`config.mk`:
```
export PLATFORM = sky130hd
export DESIGN_NAME = spt_top
export DESIGN_NICKNAME = d
export VERILOG_FILES = /design/src/spt_pkg.sv /design/src/spt_top.sv
export VERILOG_INCLUDE_DIRS = /design/src
export SDC_FILE = /design/constraint.sdc
export NUM_CORES = 1
export LEC_CHECK = 0
export BUFFER_PORTS_ARGS = -buffer_cell sky130_fd_sc_hd__buf_2
export CAP_MARGIN = 40
export CELL_PAD_IN_SITES_DETAIL_PLACEMENT = 0
export CELL_PAD_IN_SITES_GLOBAL_PLACEMENT = 1
export CORE_UTILIZATION = 52
export DETAILED_ROUTE_END_ITERATION = 6
export GPL_ROUTABILITY_DRIVEN = 0
export GPL_TIMING_DRIVEN = 0
export PLACE_DENSITY_LB_ADDON = 0.1
export SYNTH_ARGS = -nofsm -noshare
export SYNTH_HDL_FRONTEND = slang
export SYNTH_SLANG_ARGS = --single-unit
```
`constraint.sdc`:
```
create_clock -name core_clk -period 9.06 [get_ports core_clk]
set_input_delay 1.359 -clock core_clk [delete_from_list [all_inputs] [get_ports core_clk]]
set_output_delay 1.359 -clock core_clk [all_outputs]
set_load 0.1 [all_outputs]
```
`src/spt_cfg.svh`:
```
`ifndef SPT_CFG_SVH
`define SPT_CFG_SVH

// word, slave-select and buffer sizes
`define SPT_WORD_W        16
`define SPT_SS_N          7
`define SPT_FIFO_D        8

// port control register field positions
`define SPT_CTL_TRANSFER_INITIATE_SELECT_LO  0
`define SPT_CTL_SZ        4
`define SPT_CTL_GM        5
`define SPT_CTL_CPHA      10
`define SPT_CTL_CPOL      11
`define SPT_CTL_MSTR      12
`define SPT_CTL_EN        14

// transfer initiate select codes
`define SPT_TRANSFER_INITIATE_SELECT_READ    2'h0
`define SPT_TRANSFER_INITIATE_SELECT_WRITE   2'h1

// receive latency in core_clk cycles after the last sampling edge
`define SPT_RX_LAT        3
// smallest usable half period of sck, in core_clk cycles
`define SPT_BAUD_MIN      16'h0002
// index of the final sck edge of a 16-bit word
`define SPT_LAST_EDGE     5'h1F
`define SPT_LAST_BIT      4'hF

`endif

```
`src/spt_pkg.sv`:
```
package spt_pkg;
  `include "spt_cfg.svh"

  typedef enum logic [1:0] {
    ST_IDLE = 2'b00,
    ST_LEAD = 2'b01,
    ST_RUN  = 2'b10,
    ST_TAIL = 2'b11
  } spt_state_t;

  typedef struct packed {
    logic       en;
    logic       mstr;
    logic       cpha;
    logic       cpol;
    logic       sz;
    logic       gm;
    logic [1:0] transfer_initiate_select;
  } spt_ctl_t;

  typedef struct packed {
    logic sck_o;
    logic sck_oe;
    logic mosi_o;
    logic mosi_oe;
    logic miso_o;
    logic miso_oe;
  } spt_pins_out_t;

  // split the port control register into its fields
  function automatic spt_ctl_t spt_decode(input logic [15:0] c);
    spt_ctl_t r;
    r.en    = c[`SPT_CTL_EN];
    r.mstr  = c[`SPT_CTL_MSTR];
    r.cpha  = c[`SPT_CTL_CPHA];
    r.cpol  = c[`SPT_CTL_CPOL];
    r.sz    = c[`SPT_CTL_SZ];
    r.gm    = c[`SPT_CTL_GM];
    r.transfer_initiate_select = c[`SPT_CTL_TRANSFER_INITIATE_SELECT_LO +: 2];
    return r;
  endfunction
endpackage

```
`src/spt_top.sv`:
```
`timescale 1ns/1ps
`include "spt_cfg.svh"

module spt_fifo #(
  parameter int W = 16,
  parameter int D = 8
) (
  input  wire logic         clk,
  input  wire logic         rst_n,
  input  wire logic         in_valid,
  input  wire logic [W-1:0] in_data,
  output      logic         in_ready,
  output      logic         out_valid,
  output      logic [W-1:0] out_data,
  input  wire logic         out_ready
);
  localparam int AW = $clog2(D);

  logic [W-1:0]  mem [D];
  logic [AW-1:0] wp_reg;
  logic [AW-1:0] rp_reg;
  logic [AW:0]   cnt_reg;
  logic          push;
  logic          pop;

  // honest full and empty straight from the fill count
  assign in_ready  = cnt_reg != D[AW:0];
  assign out_valid = cnt_reg != '0;
  assign out_data  = mem[rp_reg];
  assign push      = in_valid & in_ready;
  assign pop       = out_valid & out_ready;

  // storage has no reset; only words under the count are ever read
  always_ff @(posedge clk) begin
    if (push) begin
      mem[wp_reg] <= in_data;
    end
  end

  // pointers wrap because the depth is a power of two
  always_ff @(posedge clk) begin
    if (!rst_n) begin
      wp_reg  <= '0;
      rp_reg  <= '0;
      cnt_reg <= '0;
    end else begin
      if (push) begin
        wp_reg <= wp_reg + AW'(1);
      end
      if (pop) begin
        rp_reg <= rp_reg + AW'(1);
      end
      cnt_reg <= cnt_reg + (AW+1)'(push) - (AW+1)'(pop);
    end
  end
endmodule

module spt_top (
  input  wire logic                     core_clk,
  input  wire logic                     nrst,
  input  wire logic [15:0]              port_control_register,
  input  wire logic [15:0]              baud_divider,
  input  wire logic [`SPT_SS_N-1:0]     slave_select_enable_bits,
  input  wire logic [`SPT_SS_N-1:0]     slave_select_level_bits,
  input  wire logic                     tx_write,
  input  wire logic [`SPT_WORD_W-1:0]   tx_wdata,
  output      logic                     tx_ready,
  input  wire logic                     rx_read,
  output      logic [`SPT_WORD_W-1:0]   receive_buffer,
  output      logic                     receive_full_flag,
  output      logic                     transmit_empty_flag,
  output      logic                     transfer_finished_flag,
  output      logic                     transmit_collision_flag,
  input  wire logic                     transmit_collision_flag_w1c,
  output      logic                     port_irq,
  output      logic [`SPT_SS_N-1:0]     ss_out_n,
  output      spt_pkg::spt_pins_out_t   pins_out,
  input  wire logic                     sck_i,
  input  wire logic                     mosi_i,
  input  wire logic                     miso_i,
  input  wire logic                     slave_select_input_n
);
  import spt_pkg::*;

  spt_ctl_t                 ctl;
  spt_state_t               state_reg;
  logic [15:0]              tmr_reg;
  logic [15:0]              half_m1;
  logic [4:0]               edge_cnt_reg;
  logic                     sck_reg;
  logic                     sck_prev_reg;
  logic                     ss_prev_reg;
  logic [`SPT_WORD_W-1:0]   sh_reg;
  logic [`SPT_WORD_W-1:0]   rx_sh_reg;
  logic [`SPT_WORD_W-1:0]   cap_reg;
  logic [`SPT_WORD_W-1:0]   last_tx_reg;
  logic [`SPT_WORD_W-1:0]   rx_buf_reg;
  logic [`SPT_WORD_W-1:0]   tx_head;
  logic [`SPT_WORD_W-1:0]   load_word;
  logic [`SPT_RX_LAT-1:0]   done_pipe_reg;
  logic                     rxs_reg;
  logic                     transfer_finished_flag_reg;
  logic                     transmit_collision_flag_reg;
  logic                     irq_reg;
  logic                     is_master;
  logic                     is_slave;
  logic                     tx_avail;
  logic                     half_exp;
  logic                     m_start;
  logic                     m_edge;
  logic                     s_edge;
  logic                     s_fall;
  logic                     edge_ev;
  logic                     edge_lead;
  logic                     sample_ev;
  logic                     shift_ev;
  logic                     word_done;
  logic                     load_now;
  logic                     rx_evt;
  logic                     rx_take;
  logic                     in_bit;
  logic                     ss_act;

  // control fields, clock phase taken from bit ten
  assign ctl       = spt_decode(port_control_register);
  assign is_master = ctl.en & ctl.mstr;
  assign is_slave  = ctl.en & ~ctl.mstr;

  // transmit buffer: an 8-word queue whose head feeds the shift register
  spt_fifo #(
    .W (`SPT_WORD_W),
    .D (`SPT_FIFO_D)
  ) u_txq (
    .clk       (core_clk),
    .rst_n     (nrst),
    .in_valid  (tx_write),
    .in_data   (tx_wdata),
    .in_ready  (tx_ready),
    .out_valid (tx_avail),
    .out_data  (tx_head),
    .out_ready (load_now)
  );

  // half sck period in core cycles; divider values below two are clamped
  assign half_m1  = ((baud_divider < `SPT_BAUD_MIN) ? `SPT_BAUD_MIN : baud_divider) - 16'h0001;
  assign half_exp = tmr_reg == half_m1;

  // master launch per initiate select; dma and reserved codes never launch
  always_comb begin
    m_start = 1'b0;
    if (is_master && state_reg == ST_IDLE) begin
      case (ctl.transfer_initiate_select)
        `SPT_TRANSFER_INITIATE_SELECT_READ:  m_start = rx_read;
        `SPT_TRANSFER_INITIATE_SELECT_WRITE: m_start = tx_avail;
        default:          m_start = 1'b0;
      endcase
    end
  end

  // edge events: master makes them from the timer, slave sees them on sck_i
  assign m_edge    = is_master & (state_reg == ST_LEAD | state_reg == ST_RUN) & half_exp;
  assign s_edge    = is_slave & ~slave_select_input_n & (sck_i != sck_prev_reg);
  assign s_fall    = is_slave & ss_prev_reg & ~slave_select_input_n;
  assign edge_ev   = m_edge | s_edge;
  assign edge_lead = ~edge_cnt_reg[0];
  assign sample_ev = edge_ev & (edge_lead ^ ctl.cpha);
  // the first leading edge under phase one only presents the loaded msb
  assign shift_ev  = edge_ev & ~(edge_lead ^ ctl.cpha) & (edge_cnt_reg != 5'h00);
  // last bit in and out closes the word, for master and slave alike
  assign word_done = sample_ev & (edge_cnt_reg[4:1] == `SPT_LAST_BIT);
  assign in_bit    = is_master ? miso_i : mosi_i;

  // shift register load: master launch, slave select fall, or first edge
  assign load_now = m_start | (s_fall & ~ctl.cpha)
                  | (s_edge & ctl.cpha & (edge_cnt_reg == 5'h00));

  // empty queue sends zeros or repeats the last word sent
  assign load_word = tx_avail ? tx_head : (ctl.sz ? '0 : last_tx_reg);

  // master sequencer
  always_ff @(posedge core_clk) begin
    if (!nrst || !is_master) begin
      state_reg <= ST_IDLE;
    end else begin
      case (state_reg)
        ST_IDLE: begin
          if (m_start) begin
            state_reg <= ST_LEAD;
          end
        end
        // sck held idle for a half period before the first edge
        ST_LEAD: begin
          if (half_exp) begin
            state_reg <= ST_RUN;
          end
        end
        ST_RUN: begin
          if (m_edge && edge_cnt_reg == `SPT_LAST_EDGE) begin
            state_reg <= ST_TAIL;
          end
        end
        ST_TAIL: begin
          if (half_exp) begin
            state_reg <= ST_IDLE;
          end
        end
        default: state_reg <= ST_IDLE;
      endcase
    end
  end

  // half period timer, restarted at launch and on every expiry
  always_ff @(posedge core_clk) begin
    if (!nrst || m_start || half_exp || state_reg == ST_IDLE) begin
      tmr_reg <= 16'h0000;
    end else begin
      tmr_reg <= tmr_reg + 16'h0001;
    end
  end

  // edge counter; a released slave select restarts the slave count
  always_ff @(posedge core_clk) begin
    if (!nrst || m_start || (is_slave && slave_select_input_n)) begin
      edge_cnt_reg <= 5'h00;
    end else if (edge_ev) begin
      edge_cnt_reg <= edge_cnt_reg + 5'h01;
    end
  end

  // sck output and the slave-side history used for edge detection
  always_ff @(posedge core_clk) begin
    if (!nrst) begin
      sck_reg      <= 1'b0;
      sck_prev_reg <= 1'b0;
      ss_prev_reg  <= 1'b1;
    end else begin
      sck_prev_reg <= sck_i;
      ss_prev_reg  <= slave_select_input_n;
      // the expiry that ends the lead half period is itself the first edge
      if (m_edge) begin
        sck_reg <= ~sck_reg;
      end else if (state_reg == ST_IDLE || state_reg == ST_LEAD) begin
        sck_reg <= ctl.cpol;
      end
    end
  end

  // transmit and receive shifters, msb first
  always_ff @(posedge core_clk) begin
    if (!nrst) begin
      sh_reg      <= '0;
      rx_sh_reg   <= '0;
      cap_reg     <= '0;
      last_tx_reg <= '0;
    end else begin
      if (load_now) begin
        sh_reg <= load_word;
      end else if (shift_ev) begin
        sh_reg <= {sh_reg[`SPT_WORD_W-2:0], 1'b0};
      end
      if (load_now && tx_avail) begin
        last_tx_reg <= tx_head;
      end
      if (sample_ev) begin
        rx_sh_reg <= {rx_sh_reg[`SPT_WORD_W-2:0], in_bit};
      end
      // snapshot so a following word cannot disturb the pending one
      if (word_done) begin
        cap_reg <= {rx_sh_reg[`SPT_WORD_W-2:0], in_bit};
      end
    end
  end

  // fixed latency from the last sampling edge, independent of baud and mode
  always_ff @(posedge core_clk) begin
    if (!nrst) begin
      done_pipe_reg <= '0;
    end else begin
      done_pipe_reg <= {done_pipe_reg[`SPT_RX_LAT-2:0], word_done};
    end
  end
  assign rx_evt  = done_pipe_reg[`SPT_RX_LAT-1];
  // a read in the same cycle frees the buffer for the arriving word
  assign rx_take = rx_evt & (~rxs_reg | rx_read | ctl.gm);

  // receive buffer and receive-full flag; a new word wins over a read
  always_ff @(posedge core_clk) begin
    if (!nrst) begin
      rx_buf_reg <= '0;
      rxs_reg    <= 1'b0;
    end else begin
      if (rx_take) begin
        rx_buf_reg <= cap_reg;
      end
      if (rx_take) begin
        rxs_reg <= 1'b1;
      end else if (rx_read) begin
        rxs_reg <= 1'b0;
      end
    end
  end

  // transfer-finished: slave with receive-full, master half period after last edge;
  // at small dividers the master flag can lead receive-full
  always_ff @(posedge core_clk) begin
    if (!nrst) begin
      transfer_finished_flag_reg <= 1'b0;
    end else if ((is_slave && rx_evt)
                 || (state_reg == ST_TAIL && half_exp)) begin
      transfer_finished_flag_reg <= 1'b1;
    end else if (load_now) begin
      transfer_finished_flag_reg <= 1'b0;
    end
  end

  // collision flag; undetectable for a phase-zero slave, set beats clear
  always_ff @(posedge core_clk) begin
    if (!nrst) begin
      transmit_collision_flag_reg <= 1'b0;
    end else if (tx_write && load_now && !(is_slave && !ctl.cpha)) begin
      transmit_collision_flag_reg <= 1'b1;
    end else if (transmit_collision_flag_w1c) begin
      transmit_collision_flag_reg <= 1'b0;
    end
  end

  // port interrupt, registered so it trails its flag by one cycle
  always_ff @(posedge core_clk) begin
    if (!nrst) begin
      irq_reg <= 1'b0;
    end else begin
      case (ctl.transfer_initiate_select)
        `SPT_TRANSFER_INITIATE_SELECT_READ:  irq_reg <= ctl.en & rxs_reg;
        `SPT_TRANSFER_INITIATE_SELECT_WRITE: irq_reg <= ctl.en & ~tx_avail;
        default:          irq_reg <= 1'b0;
      endcase
    end
  end

  // slave selects: phase zero follows the transfer, phase one the level bits
  assign ss_act = is_master & (state_reg != ST_IDLE);
  for (genvar i = 0; i < `SPT_SS_N; i++) begin : g_ss
    assign ss_out_n[i] = ~(is_master & slave_select_enable_bits[i])
                       | (ctl.cpha ? slave_select_level_bits[i] : ~ss_act);
  end

  // pin drive and status outputs
  assign pins_out.sck_o   = sck_reg;
  assign pins_out.sck_oe  = is_master;
  assign pins_out.mosi_o  = sh_reg[`SPT_WORD_W-1];
  assign pins_out.mosi_oe = is_master;
  assign pins_out.miso_o  = sh_reg[`SPT_WORD_W-1];
  assign pins_out.miso_oe = is_slave & ~slave_select_input_n;

  assign receive_buffer          = rx_buf_reg;
  assign receive_full_flag       = rxs_reg;
  assign transmit_empty_flag     = ~tx_avail;
  assign transfer_finished_flag  = transfer_finished_flag_reg;
  assign transmit_collision_flag = transmit_collision_flag_reg;
  assign port_irq                = irq_reg;
endmodule

```
---- Word level (Yosys, flattened, before mapping) ----
Memories as Yosys holds them, arrays and structs flattened. A register that Yosys moved wholly into a read port is not among the register bits.
Cells that the tools add are included.
word-level totals
  logic and storage cells ................. 164
  memory bits (writable) .................. 128
  memories ................................ 1
  output and inout port bits .............. 35
  bits in registers ....................... 122
  bits of input ports ..................... 71
operators by class
  order comparisons ....................... 1
  bitwise operators ....................... 58
  equal/unequal tests ..................... 13
  $add $sub $neg .......................... 7
  muxes and demuxes ....................... 33
  reductions and logical operators ........ 32
memory list
  memory     words  bits a word  read ports  clocked after memory_dff  write ports  RTL line       text
  u_txq.mem  8      16           1           1                         1            spt_top.sv:19  logic [W-1:0] mem [D];
operators by type and width
  cell                                                                    number
  16-bit 2-to-1 mux                                                       5
  1-bit AND                                                               28
  1-bit 2-to-1 mux                                                        19
  16-bit by 1-bit adder with 16-bit output (second input constant)        1
  16-bit equality test                                                    1
  16-bit by 2-bit < comparator with 1-bit output (second input constant)  1
  1-bit NOT                                                               16
  16-bit by 1-bit subtractor with 16-bit output (second input constant)   1
  1-bit bitwise OR                                                        13
  2-bit nonzero test                                                      6
  1-bit logical AND                                                       9
  2-bit 2-to-1 mux                                                        4
  2-bit one-hot mux with 4 select lines                                   1
  1-bit logical OR                                                        7
  3-bit by 1-bit adder with 3-bit output (second input constant)          2
  3-bit 2-to-1 mux                                                        2
  2-bit inequality test (second input constant)                           3
  5-bit by 1-bit adder with 5-bit output (second input constant)          1
  5-bit equality test (second input constant)                             1
  5-bit logical NOT                                                       1
  5-bit nonzero test                                                      1
  4-bit by 1-bit adder with 4-bit output                                  1
  2-bit by 1-bit equality test with 1-bit output (second input constant)  2
  2-bit equality test (second input constant)                             2
  11 further kinds                                                        16

---- Logic depth before layout (Yosys ltp) ----
Gate-level depths: netlist of the first run.
  word-level depth ........................ 10
  gate-level depth with buffers ........... 16
  mapped depth without buffers ............ 14

---- Hierarchy ----
A second synthesis of the first run with hierarchy kept.
unflattened totals
  cells, all modules ...................... 929
  area, all modules ....................... 11218.3 µm²
modules (own cells, without submodules)
  module    cells an instance  seq. area each (µm²)  instances  area an instance (µm²)
  spt_fifo  263                4103.9                1          5619.1
  spt_top   666                2242.2                1          5599.1

---- Least setup slack after synthesis of the first run ----
Ideal clock, no wire load.
  path type ............................... in2reg
  start point ............................. input port baud_divider[11]
  end point ............................... register cap_reg[10]
  required time ........................... 9.001 ns
  slack ................................... 4.386 ns
  path buffers ............................ 1
  cell stages on the path ................. 14
  arrival time ............................ 4.615 ns
  library setup time ...................... 0.059 ns
  cell sequence ........................... nor4_4 nand2_1 or2_2 nand2_1 ha_1 or3b_1 xnor2_1 nor3_1 o211ai_1 or4b_4 nor3_4 o2111a_4 buf_12 a22o_1
between the ends
  cells in the longest elaborated chain, start to end .. 8
ends and longest elaborated chain
  what                                                      RTL line        text
  start, declared                                           spt_top.sv:62   input wire logic [15:0] baud_divider,
  16-bit by 2-bit < comparator with 1-bit output (no line)  -
  16-bit 2-to-1 mux *                                       spt_top.sv:145  assign half_m1 = ((baud_divider < `SPT_BAUD_MIN) ? `SPT_BAUD_MIN : baud_divider) - 16'h0001;
  16-bit by 1-bit subtractor with 16-bit output *           spt_top.sv:145
  16-bit equality test *                                    spt_top.sv:146  assign half_exp = tmr_reg == half_m1;
  1-bit AND *                                               spt_top.sv:161  assign m_edge = is_master & (state_reg == ST_LEAD | state_reg == ST_RUN) & half_exp;
  1-bit bitwise OR *                                        spt_top.sv:164  assign edge_ev = m_edge | s_edge;
  1-bit AND *                                               spt_top.sv:166  assign sample_ev = edge_ev & (edge_lead ^ ctl.cpha);
  1-bit AND *                                               spt_top.sv:170  assign word_done = sample_ev & (edge_cnt_reg[4:1] == `SPT_LAST_BIT);
  end signal, assigned                                      spt_top.sv:269  cap_reg <= {rx_sh_reg[`SPT_WORD_W-2:0], in_bit};
  end, declared                                             spt_top.sv:95   logic [`SPT_WORD_W-1:0] cap_reg;
Every way passes the cells marked *; elsewhere a longest branch is shown, timed or not.
A chain may end at the register's enable or synchronous reset.

---- Final worst setup path of the first run ----
  start point ............................. input port baud_divider[11]
  end point ............................... register cap_reg[3]
The elaborated chain is that of the path after synthesis.

==> results of run 1 <==
-- area by class of cell --
class,count,area [um2]
multi-input combinational,547,4390
inverter,22,82.6
tap,275,344
clock buffer,27,654
fill,1696,7930
timing repair buffer,111,637
clock inverter,21,293
sequential,253,6350
buffer,51,283
-- worst min path at each step --
stage,start,end,slack (ns),cells after the start
after floorplan,done_pipe_reg[0],done_pipe_reg[1],0.41,1
after global placement,done_pipe_reg[1],done_pipe_reg[2],0.42,1
after detailed placement,done_pipe_reg[1],done_pipe_reg[2],0.42,1
after CTS,done_pipe_reg[1],done_pipe_reg[2],0.44,1
after global routing,done_pipe_reg[1],done_pipe_reg[2],0.47,1
final,done_pipe_reg[1],done_pipe_reg[2],0.44,1
-- report_power, final --
| group | switching [mW] | leakage (nW) | total (mW) | internal (mW) |
|---|---|---|---|---|
| combinational | 0.277 | 2.51 | 0.437 | 0.160 |
| sequential | 0.0226 | 2.17 | 1.28 | 1.26 |
| clock | 0.445 | 0.474 | 1.17 | 0.726 |
-- layout by cell type, fill, tap and decap left out, types with 24 or more instances in the layout --
cell,synthesis,final
dfxtp_1,125,125
mux4_2,32,32
nor2_1,47,41
o211ai_1,34,34
buf_2,1,99
nor2b_1,24,24
clkbuf_1,30,31
nand2_1,90,90
clkbuf_16,0,26
mux2i_1,68,68
edfxtp_1,128,128
-- metal layers --
metal / up-vias / global-route usage (%)
li1: 3502 / -
met1: 3428 / 28.2
met2: 159 / 38.5
met3: 39 / 3.09
met4: 0 / 5.82
met5: - / 0
-- cells by family (layout without fill, tap and decap cells) --
kind of cell               Yosys count  in the layout  share of synthesized area (%)
AOI/OAI and AO/OA                  114            114                           8.43
buffers and inverters               73            232                           3.30
DFF                                253            253                           57.3
xor gates and xnor gates            38             38                           3.00
muxes                              102            102                           12.9
and+or+nand+nor                    275            275                           13.0
adders and majority gates           18             18                           2.10
-- critical path, stage by stage --
cell	delay [ns]
buf_2	0.13
nor4_4	0.41
nand2_1	0.15
or2_2	0.34
nand2_1	0.08
ha_1	0.23
or3b_1	0.43
xnor2_1	0.16
nor3_1	0.19
o211ai_1	0.12
or4b_4	0.59
nor3_2	0.43
buf_4	0.26
nor2_1	0.06
a22o_2	0.20
==> flow_metrics.tcl, run 1 <==
set metrics [dict create \
    p_per_area_mw_per_mm2 222 \
    area_delta_synth_final_pct 17.6 \
    ys_types 71 \
    leakagePower_nw 5.15 \
    status "finished, final reports clean" \
    placed_area_mm2 0.0121 \
    cts_setup_buffers 0 \
    yosysTopAreaCellShare_pct 34.7 \
    fin_area_mm2 0.0130 \
    synth-edff-count 128 \
    grt_pass1_wl_um 37200 \
    place_ws_ns 3.74 \
    utilization_pct 62.2 \
    fin_total_pwr_mw 2.89 \
    fin_crit_sh_pct 52.3 \
    hold_ws_ns 0.436 \
    hpwl_um 16700 \
    tns_ns 0 \
    drv_cap 0 \
    worst_ep_required_time_ns 9.47 \
    dr.max_layer_used "met4" \
    drt-initial-drc-count 341 \
    reg2reg_slack_ns 4.84 \
    start_kind "primary input" \
    num_vias 7128 \
    synth_warnings 0 \
    ir_drop_v 0.000197 \
    ys_seq_area_share_pct 57.3 \
    nets 1101 \
    coreArea_mm2 0.0210 \
    tightest_slew_ns 0.894 \
    maxSlewHeadroom_pct 39.8 \
    wl_met3_um 978 \
    regToRegStartpoint "edge_cnt_reg[0]" \
    min_period_ns 4.74 \
    rows 53 \
    cts_made_buffers 26 \
    syn_area_mm2 0.0111 \
    ys_seq_elements 253 \
    dieArea_mm2 0.0219 \
    cts_root_buffer "clkbuf_16" \
    cts_tree "built" \
    ctsHoldBuffers 0 \
    synth_cells 873 \
    fmax_mhz 211 \
    die_h_um 148 \
    grt.total_usage_pct 21.8 \
    final-max-slew-violation-count 0 \
    antenna_found_initial 0 \
    worstSetupStartpoint "baud_divider[11]" \
    grt_pass1_vias 6927 \
    clock_skew_ns 0.0188 \
    vias_per_cell 5.45 \
    rr_endpoint "u_txq.cnt_reg[2]" \
    clock_sinks 253 \
    rsz0062_at_grt "no" \
    worst_slack_ns 4.32 \
    clk_latency_ns 0.53 \
    clockBufferDepth 3 \
    antennaDiodeCount 0 \
    worstSetupEndpoint "cap_reg[3]" \
    hold_violations 0 \
    cts.repair.resized 0 \
    largest_reg_flops 128 \
    antenna_left 0 \
    initial_core_util_pct 52.9 \
    drt-met1-wl_um 10300 \
    r2r_cells 16 \
    clk_pin_slew_ns 0.06 \
    yosysMostFrequentCell "edfxtp_1" \
    holdCritPathClass "reg2reg" \
    ios 106 \
    grt_max_degree 15 \
    synth_nets 962 \
    async_flop_share_pct 0 \
    top_register "u_txq.mem" \
    place_inst 1259 \
    crit_path_end_kind "register" \
    setup_viol 0 \
    portBuffers 97 \
    avgSynthCellArea_um2 12.7 \
    wirelength_um 23000 \
    drt_drc_violations_left 0 \
    worstSetupPathType "in2reg" \
    cp_max_fo 10 \
    htreeDepth 1 \
    yosysTopAreaCell "edfxtp_1" \
    final-instance-count-excl-fill 1307 \
    ys.flop_type "edfxtp_1" \
    drive_gt1_share_pct 23.3 \
    ys_top_cells_by_area "edfxtp_1, dfxtp_1, mux4_2" \
    die_x_um 148 \
    arrival_ns 5.15 \
    first_pass_iters 4 \
    wl_met2_um 11200 \
    ys_top_cells_by_count "edfxtp_1, dfxtp_1, nand2_1" \
    wl_per_cell_um 17.6 \
    grt-ovfl-total 0 \
]
Power figures use the tool's default switching activity.
==> run 2, diff against run 1 <==
Settings changed: CORE_UTILIZATION 52 to 48.
Clock period 9.06 ns to 4.77 ns, I/O delays scaled along.
==> flow_metrics.tcl, run 2 (synthesis gave the netlist of run 1 again) <==
set metrics [dict create \
    status "finished, final reports clean" \
    wirelength_um 23300 \
    arrival_ns 4.77 \
    antenna_found_initial 0 \
    fin_crit_sh_pct 90.8 \
    utilization_pct 57.5 \
    grt.total_usage_pct 20.1 \
    setup_viol 0 \
    cts_tree "built" \
    hold_violations 0 \
    tns_ns 0 \
    p_per_area_mw_per_mm2 416 \
    grt_pass1_wl_um 37500 \
    min_period_ns 4.33 \
    vias_per_cell 5.38 \
    crit_path_end_kind "register" \
    leakagePower_nw 5.12 \
    rsz0062_at_grt "no" \
    start_kind "register" \
    largest_reg_flops 128 \
    drt_drc_violations_left 0 \
    coreArea_mm2 0.0226 \
    initial_core_util_pct 48.9 \
    worstSetupPathType "reg2reg" \
    cts_setup_buffers 0 \
    num_vias 7081 \
    first_pass_iters 4 \
    antenna_left 0 \
    fin_total_pwr_mw 5.42 \
    clk_latency_ns 0.54 \
    final-instance-count-excl-fill 1315 \
    rows 55 \
    fin_area_mm2 0.0130 \
    grt_pass1_vias 6934 \
    place_ws_ns 0.155 \
    htreeDepth 1 \
    portBuffers 97 \
    drt-initial-drc-count 353 \
    hold_start "port_control_register[1]" \
    worst_slack_ns 0.436 \
    tightest_slew_ns 0.874 \
    cts_made_buffers 26 \
    ios 106 \
    hpwl_um 16900 \
    ir_drop_v 0.000348 \
    worst_ep_required_time_ns 5.20 \
    placed_area_mm2 0.0121 \
    maxSlewHeadroom_pct 41.4 \
    hold_ws_ns 0.369 \
    place_inst 1268 \
    wl_per_cell_um 17.7 \
    die_h_um 154 \
    worstSetupStartpoint "edge_cnt_reg[0]" \
    clockBufferDepth 3 \
    die_x_um 154 \
    layout_commonest_cell "edfxtp_1" \
    ctsHoldBuffers 0 \
    clock_sinks 253 \
    cp_max_fo 10 \
    holdCritPathClass "in2reg" \
    drv_cap 0 \
    nets 1100 \
    drive_gt1_share_pct 22.6 \
    fmax_mhz 231 \
    grt-ovfl-total 0 \
    regToRegStartpoint "edge_cnt_reg[0]" \
    final_cell_mix "edfxtp_1, dfxtp_1, buf_2" \
    top_register "u_txq.mem" \
    final-max-slew-violation-count 0 \
    cts_root_buffer "clkbuf_16" \
    dieArea_mm2 0.0237 \
    clk_pin_slew_ns 0.06 \
    grt_max_degree 15 \
    clock_skew_ns 0.0290 \
    reg2reg_slack_ns 0.44 \
    area_delta_synth_final_pct 17.6 \
    cts.repair.resized 0 \
]
run 2: changes by cell type in the layout (fill, tap and decap cells not counted), moves of 2 or more:
cell / change
clkinv_2: -8
bufinv_16: -2
clkbuf_1: +3
clkbuf_8: +4
buf_4: -2
run 2: worst paths after layout:
kind / endpoint / cells past startpoint
worst min-delay path: port_irq / 2
worst max-delay path: u_txq.cnt_reg[2] / 16
worst max register to register: u_txq.cnt_reg[2] / 16
worst min register to register: done_pipe_reg[2] / 1
run 2: where the power goes:
group	internal, mW	total [mW]	switching, mW
Sequential	2.39	2.43	0.0414
Combinational	0.306	0.838	0.532
Clock	1.33	2.15	0.820
run 2: final cells by class:
class                      instances  area [um2]
multi-input combinational        547        4390
sequential                       253        6350
inverter                          22        82.6
clock buffer                      34         721
clock inverter                    12         195
fill                            1915        9620
antenna                            1        2.50
buffer                            51         283
timing repair buffer             110         646
tap                              285         357
run 2: worst max-delay path, stage by stage (launching register included):
cell and delay, ns:
dfxtp_1 0.38, inv_1 0.09, ha_1 0.13, nor4b_1 0.42
and3_1 0.23, a21oi_1 0.05, o31ai_2 0.63, nor2b_1 0.21
clkbuf_1 0.33, buf_1 0.51, ha_1 0.33, inv_1 0.06
ha_1 0.16, inv_1 0.06, fa_1 0.38, xnor2_1 0.13
and2_1 0.15
run 2: layer usage:
metal / global-route usage (%) / up-vias / wire length [um]
li1: - / 3508 / -
met1: 26.9 / 3367 / 10700
met2: 34.1 / 164 / 11100
met3: 2.99 / 42 / 937
met4: 5.86 / 0 / 558
met5: 0 / - / 0
